`src/rtl/ams_pkg.sv`:
```
// Summary of operation
// RL1: after reset, round-robin is selected and nothing converts until monitoring is enabled.
// RL2: monitor enable bit set starts conversions in the selected mode.
// RL3: round-robin order: supply, internal temp, external/inputs, input three, input four.
// RL4: third slot is external diode or inputs one and two, per pin setup.
// RL5: single-channel select bit leaves round-robin for single-channel operation.
// RL6: channel-select field picks channel; all zero selects the supply.
// RL7: field lowest bit one selects the internal temperature channel; the code selects it only for field value one.
// RL8: single-channel conversions follow each other with no idle gap.
// RL9: serial access halts conversion; converting resumes when access ends.
// RL10: internal temperature result is stored in twos complement.
// RL11: internal temperature offset is added before the result is stored.
// RL12: external temperature result is a ten-bit twos complement code.
// RL13: external temperature result averages sixteen successive measurements.
// RL14: supply result is ten-bit straight binary, 7 V gives full code.
// RL15: internal reference always used for supply and both temperature channels.
// RL16: output converter reference defaults to external after reset.
// RL17: reference amplifier powered only while monitoring is enabled.
// RL18: averaging on after reset; averaging-disable bit turns it off.
// RL19: mode or channel change abandons a conversion; next uses new setting.
package ams_pkg;

   // ****************************************
   // measurement channels
   // ****************************************
   typedef enum logic [2:0] {
      AMS_CH_VDD,
      AMS_CH_INT,
      AMS_CH_EXT,
      AMS_CH_ANALOG_INPUT_ONE,
      AMS_CH_ANALOG_INPUT_TWO,
      AMS_CH_ANALOG_INPUT_THREE,
      AMS_CH_ANALOG_INPUT_FOUR
   } ams_ch_e;

   // ****************************************
   // sizes, counts and reset values
   // ****************************************
   localparam int          AMS_CODE_W   = 10;
   localparam int          AMS_ACC_W    = 14;
   localparam int          AMS_AVG_SH   = 4;
   localparam logic [3:0]  AMS_AVG_LAST = 4'hF;
   localparam logic [9:0]  AMS_CODE_RST = 10'h000;
   localparam logic [13:0] AMS_ACC_RST  = 14'h0000;
   localparam logic [3:0]  AMS_CNT_RST  = 4'h0;
   localparam logic        AMS_DACREF_RST = 1'b0;

endpackage : ams_pkg

```
`src/rtl/ams_sequencer.sv`:
```
`timescale 1ns/1ps
module ams_sequencer (
   input  wire logic       mclk,            // 125 MHz clock
   input  wire logic       rst_n,           // sync reset, low
   input  wire logic       clk_en,          // freezes all state when low
   input  wire logic       monitor_enable_bit,        // conversions on
   input  wire logic       single_channel_select_bit, // 1: single mode
   input  wire logic [2:0] channel_select_field,      // single channel
   input  wire logic       avg_disable,     // 1: no averaging
   input  wire logic       ext_sensor_mode, // 1: shared pins are diode
   input  wire logic       ain_ref_internal, // ref for analog inputs
   input  wire logic       dac_ref_sel,     // 1: internal dac ref
   input  wire logic [7:0] int_temp_offset, // signed, quarter degrees
   input  wire logic       serial_busy,     // serial access active
   input  wire logic       afe_done,        // conversion finished
   input  wire logic [9:0] afe_code,        // raw converter code
   output logic            afe_conv_start,  // start pulse
   output logic            afe_reset,       // abandon pulse
   output logic [2:0]      afe_channel,     // mux select
   output logic            afe_int_ref,     // 1: internal reference
   output logic            ref_amp_pwr,     // reference amp power
   output logic            dac_ref_internal, // dac reference select
   output logic            result_wr,       // a value was updated
   output logic [9:0]      vdd_value,       // straight binary
   output logic [9:0]      int_temp_value,  // twos complement
   output logic [9:0]      ext_temp_value,  // twos complement
   output logic [9:0]      analog_input_one_value,      // straight binary
   output logic [9:0]      analog_input_two_value,      // straight binary
   output logic [9:0]      analog_input_three_value,      // straight binary
   output logic [9:0]      analog_input_four_value       // straight binary
);

   // ****************************************
   // sequencer state
   // ****************************************
   typedef enum logic {
      AMS_IDLE,
      AMS_CONV
   } ams_st_e;

   ams_st_e              st_q, st_d;
   ams_pkg::ams_ch_e     ch_q, ch_d;
   logic [3:0]           cnt_q, cnt_d;
   logic signed [13:0]   acc_q, acc_d;
   logic                 start_q, start_d;
   logic                 abort_q, abort_d;
   logic                 iref_q, iref_d;
   logic                 pwr_q, pwr_d;
   logic                 dref_q, dref_d;
   logic                 wr_q, wr_d;
   logic [4:0]           cfg_q, cfg_d;
   logic [9:0]           val_q [7];
   logic [9:0]           val_d [7];

   logic                 run;
   logic                 cfg_chg;
   logic                 avg_on;
   logic signed [13:0]   sum;
   logic signed [13:0]   res;
   ams_pkg::ams_ch_e     sel_ch;
   ams_pkg::ams_ch_e     nxt_ch;

   // ****************************************
   // channel choice
   // ****************************************
   always_comb begin
      // codes above the last input fall back to the supply
      sel_ch = ams_pkg::AMS_CH_VDD;                                // [RL6]
      if (channel_select_field <= 3'h6) begin
         sel_ch = ams_pkg::ams_ch_e'(channel_select_field);        // [RL7]
      end
      nxt_ch = ams_pkg::AMS_CH_VDD;
      if (single_channel_select_bit) begin
         nxt_ch = sel_ch;                                          // [RL8]
      end else begin
         unique case (ch_q)                                        // [RL3]
            ams_pkg::AMS_CH_VDD:  nxt_ch = ams_pkg::AMS_CH_INT;
            ams_pkg::AMS_CH_INT:  nxt_ch = ext_sensor_mode ?       // [RL4]
                                     ams_pkg::AMS_CH_EXT :
                                     ams_pkg::AMS_CH_ANALOG_INPUT_ONE;
            ams_pkg::AMS_CH_EXT:  nxt_ch = ams_pkg::AMS_CH_ANALOG_INPUT_THREE;
            ams_pkg::AMS_CH_ANALOG_INPUT_ONE: nxt_ch = ams_pkg::AMS_CH_ANALOG_INPUT_TWO;
            ams_pkg::AMS_CH_ANALOG_INPUT_TWO: nxt_ch = ams_pkg::AMS_CH_ANALOG_INPUT_THREE;
            ams_pkg::AMS_CH_ANALOG_INPUT_THREE: nxt_ch = ams_pkg::AMS_CH_ANALOG_INPUT_FOUR;
            ams_pkg::AMS_CH_ANALOG_INPUT_FOUR: nxt_ch = ams_pkg::AMS_CH_VDD;
            default:              nxt_ch = ams_pkg::AMS_CH_VDD;
         endcase
      end
   end

   // ****************************************
   // next state
   // ****************************************
   always_comb begin
      run     = monitor_enable_bit && !serial_busy;                // [RL2] [RL9]
      cfg_d   = {single_channel_select_bit, channel_select_field,
                 ext_sensor_mode};
      cfg_chg = (cfg_d != cfg_q);
      avg_on  = !avg_disable &&                                    // [RL18]
                (ch_q == ams_pkg::AMS_CH_INT ||
                 ch_q == ams_pkg::AMS_CH_EXT);                     // [RL13]
      sum     = acc_q + 14'(signed'(afe_code));
      res     = avg_on ? (sum >>> ams_pkg::AMS_AVG_SH)
                       : 14'(signed'(afe_code));
      if (ch_q == ams_pkg::AMS_CH_INT) begin
         res = res + 14'(signed'(int_temp_offset));                // [RL11]
      end
      st_d    = st_q;
      ch_d    = ch_q;
      cnt_d   = cnt_q;
      acc_d   = acc_q;
      start_d = 1'b0;
      abort_d = 1'b0;
      wr_d    = 1'b0;
      val_d   = val_q;
      if (!run || cfg_chg) begin
         // serial access or new setting: drop the partial average
         st_d    = AMS_IDLE;
         cnt_d   = ams_pkg::AMS_CNT_RST;
         acc_d   = ams_pkg::AMS_ACC_RST;
         abort_d = (st_q == AMS_CONV);                             // [RL9] [RL19]
         if (cfg_chg) begin
            ch_d = single_channel_select_bit ? sel_ch             // [RL5]
                                             : ams_pkg::AMS_CH_VDD;// [RL19]
         end
      end else begin
         unique case (st_q)
            AMS_IDLE: begin
               st_d    = AMS_CONV;
               start_d = 1'b1;                                     // [RL2]
            end
            AMS_CONV: begin
               if (afe_done) begin
                  start_d = 1'b1;                                  // [RL8]
                  if (avg_on && cnt_q != ams_pkg::AMS_AVG_LAST) begin
                     cnt_d = cnt_q + 4'h1;
                     acc_d = sum;
                  end else begin
                     cnt_d = ams_pkg::AMS_CNT_RST;
                     acc_d = ams_pkg::AMS_ACC_RST;
                     wr_d  = 1'b1;
                     // temps keep sign bit, others are plain binary
                     val_d[ch_q] = res[9:0];                       // [RL10] [RL12] [RL14]
                     ch_d  = nxt_ch;                               // [RL3]
                  end
               end
            end
         endcase
      end
      iref_d = (ch_d == ams_pkg::AMS_CH_VDD ||
                ch_d == ams_pkg::AMS_CH_INT ||
                ch_d == ams_pkg::AMS_CH_EXT) ? 1'b1
                                             : ain_ref_internal;   // [RL15]
      pwr_d  = monitor_enable_bit;                                 // [RL17]
      dref_d = dac_ref_sel;                                        // [RL16]
   end

   // ****************************************
   // registers
   // ****************************************
   always_ff @(posedge mclk) begin
      if (!rst_n) begin
         st_q    <= AMS_IDLE;                                      // [RL1]
         ch_q    <= ams_pkg::AMS_CH_VDD;                           // [RL1]
         cnt_q   <= ams_pkg::AMS_CNT_RST;
         acc_q   <= ams_pkg::AMS_ACC_RST;
         start_q <= 1'b0;
         abort_q <= 1'b0;
         iref_q  <= 1'b1;
         pwr_q   <= 1'b0;
         dref_q  <= ams_pkg::AMS_DACREF_RST;                       // [RL16]
         wr_q    <= 1'b0;
         cfg_q   <= 5'h00;
         for (int i = 0; i < 7; i++) begin
            val_q[i] <= ams_pkg::AMS_CODE_RST;
         end
      end else if (clk_en) begin
         st_q    <= st_d;
         ch_q    <= ch_d;
         cnt_q   <= cnt_d;
         acc_q   <= acc_d;
         start_q <= start_d;
         abort_q <= abort_d;
         iref_q  <= iref_d;
         pwr_q   <= pwr_d;
         dref_q  <= dref_d;
         wr_q    <= wr_d;
         cfg_q   <= cfg_d;
         val_q   <= val_d;
      end
   end

   assign afe_conv_start   = start_q;
   assign afe_reset        = abort_q;
   assign afe_channel      = ch_q;
   assign afe_int_ref      = iref_q;
   assign ref_amp_pwr      = pwr_q;
   assign dac_ref_internal = dref_q;
   assign result_wr        = wr_q;
   assign vdd_value        = val_q[0];
   assign int_temp_value   = val_q[1];
   assign ext_temp_value   = val_q[2];
   assign analog_input_one_value       = val_q[3];
   assign analog_input_two_value       = val_q[4];
   assign analog_input_three_value       = val_q[5];
   assign analog_input_four_value       = val_q[6];
endmodule : ams_sequencer

```
`config.mk`:
```
export PLATFORM = sky130hd
export DESIGN_NAME = ams_sequencer
export DESIGN_NICKNAME = d
export VERILOG_FILES = /design/src/rtl/ams_pkg.sv /design/src/rtl/ams_sequencer.sv
export SDC_FILE = /design/constraint.sdc
export NUM_CORES = 1
export LEC_CHECK = 0
export ABC_CLOCK_PERIOD_IN_PS = 3680
export BUFFER_PORTS_ARGS = -buffer_cell sky130_fd_sc_hd__buf_2
export CORE_ASPECT_RATIO = 1.4
export CORE_MARGIN = 2
export CORE_UTILIZATION = 50
export DETAILED_ROUTE_END_ITERATION = 16
export PLACE_DENSITY = 0.77
export SLEW_MARGIN = 10
export SYNTH_ARGS = -nofsm -noshare
export SYNTH_HDL_FRONTEND = slang
export SYNTH_SLANG_ARGS = --single-unit
export TNS_END_PERCENT = 1
```
`constraint.sdc`:
```
create_clock -name mclk -period 3.68 [get_ports mclk]
set_input_delay 0.184 -clock mclk [delete_from_list [all_inputs] [get_ports mclk]]
set_output_delay 0.184 -clock mclk [all_outputs]
set_load 0.01 [all_outputs]
```
Word level (Yosys, flattened, before mapping)

Index checks and enable logic that the tools add are counted.

Flip-flop bits (word level): 103
Word-level logic and storage cells: 88
Input port bits: 32
Output and inout bits: 79

Bitwise gates (word level): 4
Equality and inequality tests: 9
Reduce and logical (&&, ||, !) cells: 18
Muxes and demuxes: 33
Magnitude comparators: 3
Add/sub/neg operators: 3

Operator list:

| operator                                                 | count |
|---|---|
| bitwise mux 70 bit                                       | 1 |
| two-way mux 14 bit                                       | 4 |
| demux 10 bit (select 3 bit)                              | 1 |
| two-way mux 10 bit                                       | 3 |
| two-way mux 3 bit                                        | 8 |
| two-way mux 4 bit                                        | 4 |
| one-hot mux 3 bit (5 select lines)                       | 1 |
| adder 14 x 10 -> 14 bit                                  | 1 |
| adder 10 x 8 -> 10 bit                                   | 1 |
| two-way mux 1 bit                                        | 10 |
| equality test 3 x 2 -> 1 bit, second input constant      | 3 |
| equality test 3 x 1 -> 1 bit, second input constant      | 2 |
| equality test 3 bit, second input constant               | 2 |
| logical NOT 3 bit                                        | 2 |
| != test 5 bit                                            | 1 |
| AND reduction 5 bit                                      | 1 |
| adder 4 x 1 -> 4 bit, second input constant              | 1 |
| greater-or-equal comparator 4 bit, second input constant | 1 |
| logical AND 1 bit                                        | 4 |
| logical OR 1 bit                                         | 4 |
| < comparator 4 x 1 -> 1 bit, second input constant       | 1 |
| != test 4 bit, second input constant                     | 1 |
| NOT 3 -> 4 bit                                           | 1 |
| nonzero test 2 bit                                       | 2 |
| 6 further kinds                                          | 10 |

Longest topological paths before layout

Gate-level depths: netlist of run 1.

Depth in word-level cells: 12
Depth in mapped cells: 18
Gate-level depth less buffers: 18

Least setup slack after synthesis of run 1

Ideal clock, no wire load.

Path kind: reg-to-reg
From: reg acc_q[0]
To: reg val_q (netlist bit analog_input_two_value[9])
Arrival: 3.572 ns
Period minus slack after synthesis: 3.659 ns
Data required time: 3.593 ns
Setup time: 0.087 ns
Path slack: 0.021 ns
Stages on the path, launching flop included: 18
Path buffers: 0
Cells stage by stage: dfxtp_1 ha_1 inv_1 fa_1 and2b_1 o21ai_1 a21boi_1 o21a_1 a21oi_1 xor2_1 o21ai_0 ha_1 a21o_1 o31a_1 nor3_1 xnor2_1 xnor2_2 o31ai_1

Longest elaborated chain between the ends: 5

Ends and longest elaborated chain:

| element                        | RTL line             | text |
|---|---|---|
| start: declaration             | ams_sequencer.sv:44  | `logic signed [13:0] acc_q, acc_d;` |
| start signal: assignment       | ams_sequencer.sv:166 | `acc_q <= ams_pkg::AMS_ACC_RST;` |
| adder 14 x 10 -> 14 bit (*)    | ams_sequencer.sv:102 | `sum = acc_q + 14'(signed'(afe_code));` |
| two-way mux 10 bit (*)         | ams_sequencer.sv:103 | `res = avg_on ? (sum >>> ams_pkg::AMS_AVG_SH)` |
| adder 10 x 8 -> 10 bit         | ams_sequencer.sv:106 | `res = res + 14'(signed'(int_temp_offset));` |
| two-way mux 10 bit (*)         | ams_sequencer.sv:105 | `if (ch_q == ams_pkg::AMS_CH_INT) begin` |
| bitwise mux 70 bit (*)         | ams_sequencer.sv:143 | `val_d[ch_q] = res[9:0];` |
| end signal: indexed assignment | ams_sequencer.sv:175 | `val_q[i] <= ams_pkg::AMS_CODE_RST;` |
| end signal: assignment         | ams_sequencer.sv:189 | `val_q <= val_d;` |
| end: declaration               | ams_sequencer.sv:52  | `logic [9:0] val_q [7];` |

Every way passes the cells marked *; elsewhere a longest branch is shown, timed or not.
A chain may end at the register's enable or synchronous reset.

Final worst setup path of run 1

From: reg acc_q[0]
To: reg val_q (netlist bit vdd_value[9])

Same word-level chain as after synthesis.

==> results of run 1 <==
## registers in the layout, summed over array words and instances (netlist names)
name / count
int_temp_value: 10
cfg_q: 5
ref_amp_pwr: 1
afe_channel: 3
acc_q: 14
analog_input_two_value: 10
st_q: 1
analog_input_one_value: 10
afe_reset: 1
analog_input_four_value: 10
analog_input_three_value: 10
afe_conv_start: 1
result_wr: 1
dac_ref_internal: 1
afe_int_ref: 1
ext_temp_value: 10
cnt_q: 4
vdd_value: 10
## layout make-up
type	instances	area share, %
Tap cell	138	2.511
Sequential cell	103	30.01
Timing Repair Buffer	165	14.18
Multi-Input combinational cell	494	48.08
Clock inverter	7	1.183
Clock buffer	9	3.276
Inverter	14	0.7643
## routing by layer
| metal | up-vias | global-route usage (%) | share of wire, % |
|---|---|---|---|
| li1 | 2637 | - | - |
| met1 | 2539 | 30.13 | 40 |
| met2 | 178 | 46.50 | 51 |
| met3 | 40 | 4.572 | 4.6 |
| met4 | 0 | 11.68 | 3.4 |
| met5 | - | 0 | 0 |
## kinds of logic (layout without fill, tap and decap cells)
kind of cell	after synthesis	in the layout	share of synthesized area, %
AO/OA/AOI/OAI	207	207	23.99
XOR/XNOR	16	16	2.743
adder cells (fa/ha/maj)	30	30	7.253
buffers and inverters	50	195	4.277
flip-flops	103	103	38.31
multiplexers	16	16	3.022
AND/OR/NAND/NOR	225	225	20.41
## tightest hold or removal path, cell delays in order
cell     delay [ns]
buf_2          0.07
mux2i_1        0.05
nor2_1         0.07
## power groups by stage
stage,combinational (mW),clock [mW],sequential [mW]
after floorplan,0.222,0,1.15
after global placement,0.365,0,1.15
after detailed placement,0.374,0,1.15
after CTS,0.392,0.977,1.12
after global routing,0.469,1.02,1.13
final,0.436,0.972,1.12
## worst paths after layout
kind / start / to / slack (ns) / depth (start not counted)
max: acc_q[0] / vdd_value[9] / -0.12 / 20
min: dac_ref_sel / dac_ref_internal / 0.06 / 3
max reg2reg: acc_q[0] / vdd_value[9] / -0.12 / 20
min reg2reg: analog_input_four_value[5] / analog_input_four_value[5] / 0.46 / 2
## Yosys cell counts, types with 4 or more instances
cell,instances
a31oi_1,11
or3_1,6
nand2b_1,8
nor2b_1,6
nor3_1,18
mux2i_1,14
nor2_1,54
buf_1,4
and2_1,10
dfxtp_1,103
ha_1,28
nand3_1,49
inv_1,13
o211ai_1,5
o21ai_0,60
o31ai_1,15
xor2_1,12
clkbuf_1,17
a21boi_0,4
a21oi_1,58
a211oi_1,17
nand2_1,48
o21a_1,8
buf_2,10
nor4_1,7
nand3b_1,4
a21o_1,8
## what timing repair did
action                                  4_1_cts  5_1_grt
buffers inserted                              3        2
hold buffers                                  0        0
pin swaps                                    18       25
gates resized for setup                      20       27
endpoints found under the setup margin       30       32
==> flow_summary_export.csv, run 1 <==
group,metric,value,unit
layout,final_common_cell,"buf_2",
cts,cts.clk_slew.worst_paths,0.08,ns
power,p_sw_share,29.33,%
setup_path,worstPathArrival,4.00,ns
place,globalplace.congestion,0.9123,
hold_path,worstHoldPathType,"input port to flip-flop",
drt,ant_nets,0,
place,numPortBuffers,110,
sta,period_share,103.3,%
sta,worst_slew_pin_slew,1.061,ns
sta,setup_viol,7,
logic_synthesis,yosysUniqueCellTypes,61,
floorplan,core-area,10410,um2
cts,cts-root-buf,"clkbuf_16",
layout,regArea,2063,um2
layout,final_cells,930,
sta,rsz0062_at_grt,"yes",
status,violations,"negative setup slack",
sta,finalHoldViolCount,0,
setup_path,max_stage_delay,0.35,ns
layout,num-fill-cells,864,
drt,drc,0,
power,internal_power,1.789,mW
global_routing,overflow,0,
drt,viasPerCell,5.800,
logic_synthesis,ys_seq_elements,103,
cts,cts_tree,"done",
floorplan,initial_core_util,51.73,%
layout,multiInputGateArea,3306,um2
floorplan,num_io_pins,111,
logic_synthesis,synth.area.top_cells,"dfxtp_1, ha_1, o21ai_0, a21oi_1, nand3_1",
drt,wirelength,15570,um
logic_synthesis,synthArstFlopShare,0,%
cts,numCtsBuffers,9,
logic_synthesis,synth-edff-count,0,
cts,clock-sinks,103,
place,pre_cts_slack,-0.4106,ns
power,pwr-share-clk,38.4,%
power,seqPwrFrac,44.4,%
setup_path,end_kind,"flip-flop",
sta,fin_skew,0.01193,ns
status,run_status,"finished, violations left",
drt,vias,5394,
setup_path,critPathBufInv,3,
logic_synthesis,ys_warn_count,0,
global_routing,grtUsageTotal,26.02,%
power,comb_power_share,17.2,%
floorplan,dieArea,11620,um2
cts,cts_max_path_buffers,2,
power,power_per_cell_area,368.2,nW/um2
logic_synthesis,synth.top_cell.area_share,38.31,%
sta,fmax,263.2,MHz
sta,tns,-0.7836,ns
power,p_sw,0.7424,mW
global_routing,grt_pass1_vias,5221,
drt,drtPass1Iterations,5,
setup_path,worstPathRequired,3.88,ns
logic_synthesis,synth-seq-area-share,38.31,%
layout,layout_common_cells,"buf_2, dfxtp_1, a21oi_1",
place,dp_hpwl,11160,um
place,dp_cells,909,
setup_path,path_cells,"ha_4 > inv_2 > fa_2 > and2b_1 > o21ai_2 > a21boi_2 > o211a_1 > or3_4 > nand2_2 > o21ai_2 > ha_4 > o211ai_1 > buf_4 > nor4_4 > o31a_1 > nor3_2 > xnor2_2 > xnor2_2 > buf_6 > o31ai_1",
layout,final_cell_area,6875,um2
setup_path,crit_path_top_delay_cell,"dfxtp_2",
drt,drt-initial-drc-count,313,
logic_synthesis,syn-num-nets,709,
sta,hold_ws,0.06117,ns
sta,slew_headroom,29.24,%
logic_synthesis,yosysTopAreaCell,"dfxtp_1",
sta,slew_violations,0,
global_routing,grt_max_degree,61,
cts,htree_levels,3,
layout,syn_to_final_growth,27.73,%
sta,finalWorstSetupSlack,-0.1197,ns
flow_run,cap_viol_max_count,0,
layout,n_antenna_cell,0,
global_routing,antenna_found_initial,0,
floorplan,rows,44,
logic_synthesis,synth_flop_cell,"dfxtp_1",
floorplan,fp.dieW,91.69,um
place,dpl_cell_area,6304,um2
drt,post_drt_wl_per_cell,16.74,um
layout,nets,849,
power,ir_drop,0.2102,mV
cts,insertion_delay,0.36,ns
setup_path,crit_type,"flip-flop to flip-flop",
setup_path,path_delay_family,"compound AO/OA/AOI/OAI gates",
floorplan,die_y,126.8,um
power,power,2.531,mW
setup_path,critPathMaxFanout,7,
setup_path,cp-start-kind,"flip-flop",
global_routing,grt_pass1_wl,24650,um
power,p_leak,3.045,nW
logic_synthesis,syn_area_per_cell,8.319,um2
sta,period_needed,3.800,ns
layout,final_util,66.08,%
logic_synthesis,syn_inst,647,
layout,drive_gt1_share,28.41,%
logic_synthesis,syn_area,5383,um2
Power figures use the tool's default switching activity.
==> inputs of run 2 (changes only) <==
- ABC_AREA: default -> 1
- CORE_UTILIZATION: 50 -> 51
==> flow_summary_export.csv, run 2 <==
group,metric,value,unit
global_routing,grtUsageTotal,26.03,%
drt,viasPerCell,5.105,
global_routing,grt_max_degree,67,
cts,numCtsBuffers,9,
power,power_per_cell_area,351.1,nW/um2
floorplan,dieArea,12610,um2
floorplan,initial_core_util,52.42,%
place,pre_cts_slack,0.09674,ns
floorplan,die_y,132.1,um
setup_path,crit_start,"acc_q[0]",
logic_synthesis,synth_commonest_cells,"nand2_1, inv_1, dfxtp_1, a21oi_1, nand3_1",
logic_synthesis,synth_flop_cell,"dfxtp_1",
floorplan,rows,46,
power,comb_power_share,14.1,%
layout,num-fill-cells,1112,
place,dp_cells,1146,
layout,drive_gt1_share,16.31,%
layout,regArea,2062,um2
setup_path,critPathMaxFanout,7,
logic_synthesis,syn_area_per_cell,6.550,um2
layout,multiInputGateArea,3161,um2
cts,cts-root-buf,"clkbuf_16",
cts,post_cts_buffers,0,
place,numPortBuffers,110,
setup_path,worstPathRequired,3.98,ns
layout,largest-register,"acc_q",
setup_path,path_delay_family,"adder cells",
place,globalplace.congestion,0.9269,
logic_synthesis,synth-seq-area-share,34.52,%
logic_synthesis,ys_seq_elements,103,
global_routing,overflow,0,
power,p_leak,3.654,nW
sta,setup_viol,0,
logic_synthesis,synth_compound_area_share,12.92,%
logic_synthesis,synth-edff-count,0,
logic_synthesis,ys_warn_count,0,
power,power,2.438,mW
logic_synthesis,syn_inst,912,
global_routing,grt_pass1_wl,25920,um
setup_path,crit_path_top_delay_cell,"fa_1",
setup_path,end_kind,"flip-flop",
power,ir_drop,0.2225,mV
status,run_status,"finished clean",
sta,period_needed,3.418,ns
cts,cts_tree,"done",
sta,slew_headroom,24.12,%
sta,slew_violations,0,
logic_synthesis,synth_top_family_by_area,"simple AND/OR/NAND/NOR gates",
cts,htree_levels,3,
setup_path,crit_top_cell,"inv_1",
power,pwr-share-clk,39.6,%
layout,final_cells,1162,
drt,wirelength,16350,um
global_routing,antenna_found_initial,0,
hold_path,worstHoldPathType,"input port to flip-flop",
cts,insertion_delay,0.36,ns
drt,post_drt_wl_per_cell,14.07,um
setup_path,worstPathArrival,3.72,ns
hold_path,hp-start,"dac_ref_sel",
sta,worst_slew_pin_slew,1.137,ns
sta,fin_skew,0.009259,ns
flow_run,cap_viol_max_count,0,
drt,vias,5932,
floorplan,fp.dieW,95.47,um
sta,period_share,92.89,%
logic_synthesis,yosys.area_share.simple,30.67,%
cts,hold_buffers,0,
sta,hold_ws,0.04843,ns
setup_path,cp-start-kind,"flip-flop",
drt,drt-initial-drc-count,295,
layout,largest_register_ffs,14,
setup_path,critPathBufInv,4,
cts,cts.clk_slew.worst_paths,0.07,ns
layout,n_antenna_cell,0,
setup_path,max_stage_delay,0.42,ns
layout,syn_to_final_growth,16.28,%
layout,layout_common_cells,"nand2_1, inv_1, buf_2",
drt,drc,0,
logic_synthesis,yosysUniqueCellTypes,41,
layout,final_common_cell,"nand2_1",
logic_synthesis,synth.top_cell.area_share,34.52,%
layout,nets,1075,
floorplan,core-area,11400,um2
sta,finalWorstSetupSlack,0.2618,ns
drt,drtPass1Iterations,5,
logic_synthesis,synth-adder-area-share,6.535,%
logic_synthesis,syn-num-nets,974,
setup_path,path_cells,"ha_1 > inv_1 > fa_1 > inv_1 > nand3_1 > nand2_1 > xnor2_1 > o21ai_1 > ha_1 > inv_1 > fa_1 > o21ai_2 > nand4_1 > nand2_1 > nor2_1 > nand3b_1 > nand3_1 > nand2_1 > inv_1",
logic_synthesis,synth_most_common_cell,"nand2_1",
power,p_sw_share,29.12,%
place,dp_hpwl,11900,um
power,internal_power,1.728,mW
setup_path,rr_startpoint,"acc_q[0]",
cts,clock-sinks,103,
sta,fmax,292.6,MHz
logic_synthesis,synthArstFlopShare,0,%
logic_synthesis,synth_mux_area_share,0,%
setup_path,crit_type,"flip-flop to flip-flop",
global_routing,grt_pass1_vias,5383,
sta,finalHoldViolCount,0,
cts,cts_max_path_buffers,2,
logic_synthesis,synthXorXnorAreaFrac,1.906,%
power,p_sw,0.7101,mW
floorplan,num_io_pins,111,
power,seqPwrFrac,46.3,%
logic_synthesis,yosysTopAreaCell,"dfxtp_1",
logic_synthesis,syn_area,5973,um2
logic_synthesis,synth.area.top_cells,"dfxtp_1, nand2_1, inv_1, a21oi_1, nand3_1",
drt,ant_nets,0,
[run 2: tightest hold or removal path, stage by stage]
cell	delay, ns
buf_2	0.07
nor2_1	0.03
nor2_1	0.08
[run 2: per-stage QoR]
step,utilization [%],area (um2),TNS [ns]
floorplan,-,5973,0
global placement,57.84,6591,0
detailed placement,57.84,6591,0
CTS,60.49,6893,0
global route,60.95,6945,-0.1663
finish,60.95,6945,0
[run 2: timing repair]
item,CTS,global route
gates resized for setup,0,11
endpoints found under the setup margin,0,37
hold endpoints to repair,0,0
[run 2: layout make-up]
class                   count  share of cell area (%)
repair buffers            116                   8.575
inverters                 172                   9.296
clock inverters             6                  0.9007
flip-flops and latches    103                   29.69
well taps                 144                   2.594
multi-input cells         611                   45.51
clock buffers              10                   3.441
[run 2: layer usage]
metal	wire length, um	track usage, %	up-vias
met5	0	0	-
met4	442	8.413	0
met3	817	4.345	30
met2	8330	45.62	156
met1	6755	31.90	2681
li1	-	-	3065
[run 2: final timing paths]
path	slack [ns]	cells after the start	to
setup / recovery	0.26	19	analog_input_three_value[8]
hold reg to reg	0.47	2	afe_conv_start
setup reg to reg	0.26	19	analog_input_three_value[8]
hold / removal	0.05	3	dac_ref_internal
[run 2: cells by family after synthesis]
logic type | count (synthesis)
simple gates | 422
compound gates | 146
buf+inv | 198
flops | 103
xor+xnor | 13
fa+ha+maj | 30
[run 2: power by group through the flow]
stage          Combinational [mW]  Clock [mW]  Sequential [mW]
2_1_floorplan               0.225           0             1.16
3_3_place_gp                0.326           0             1.15
3_5_place_dp                0.329           0             1.16
4_1_cts                     0.330       0.987             1.13
5_1_grt                     0.383        1.03             1.13
6_report                    0.344       0.966             1.13
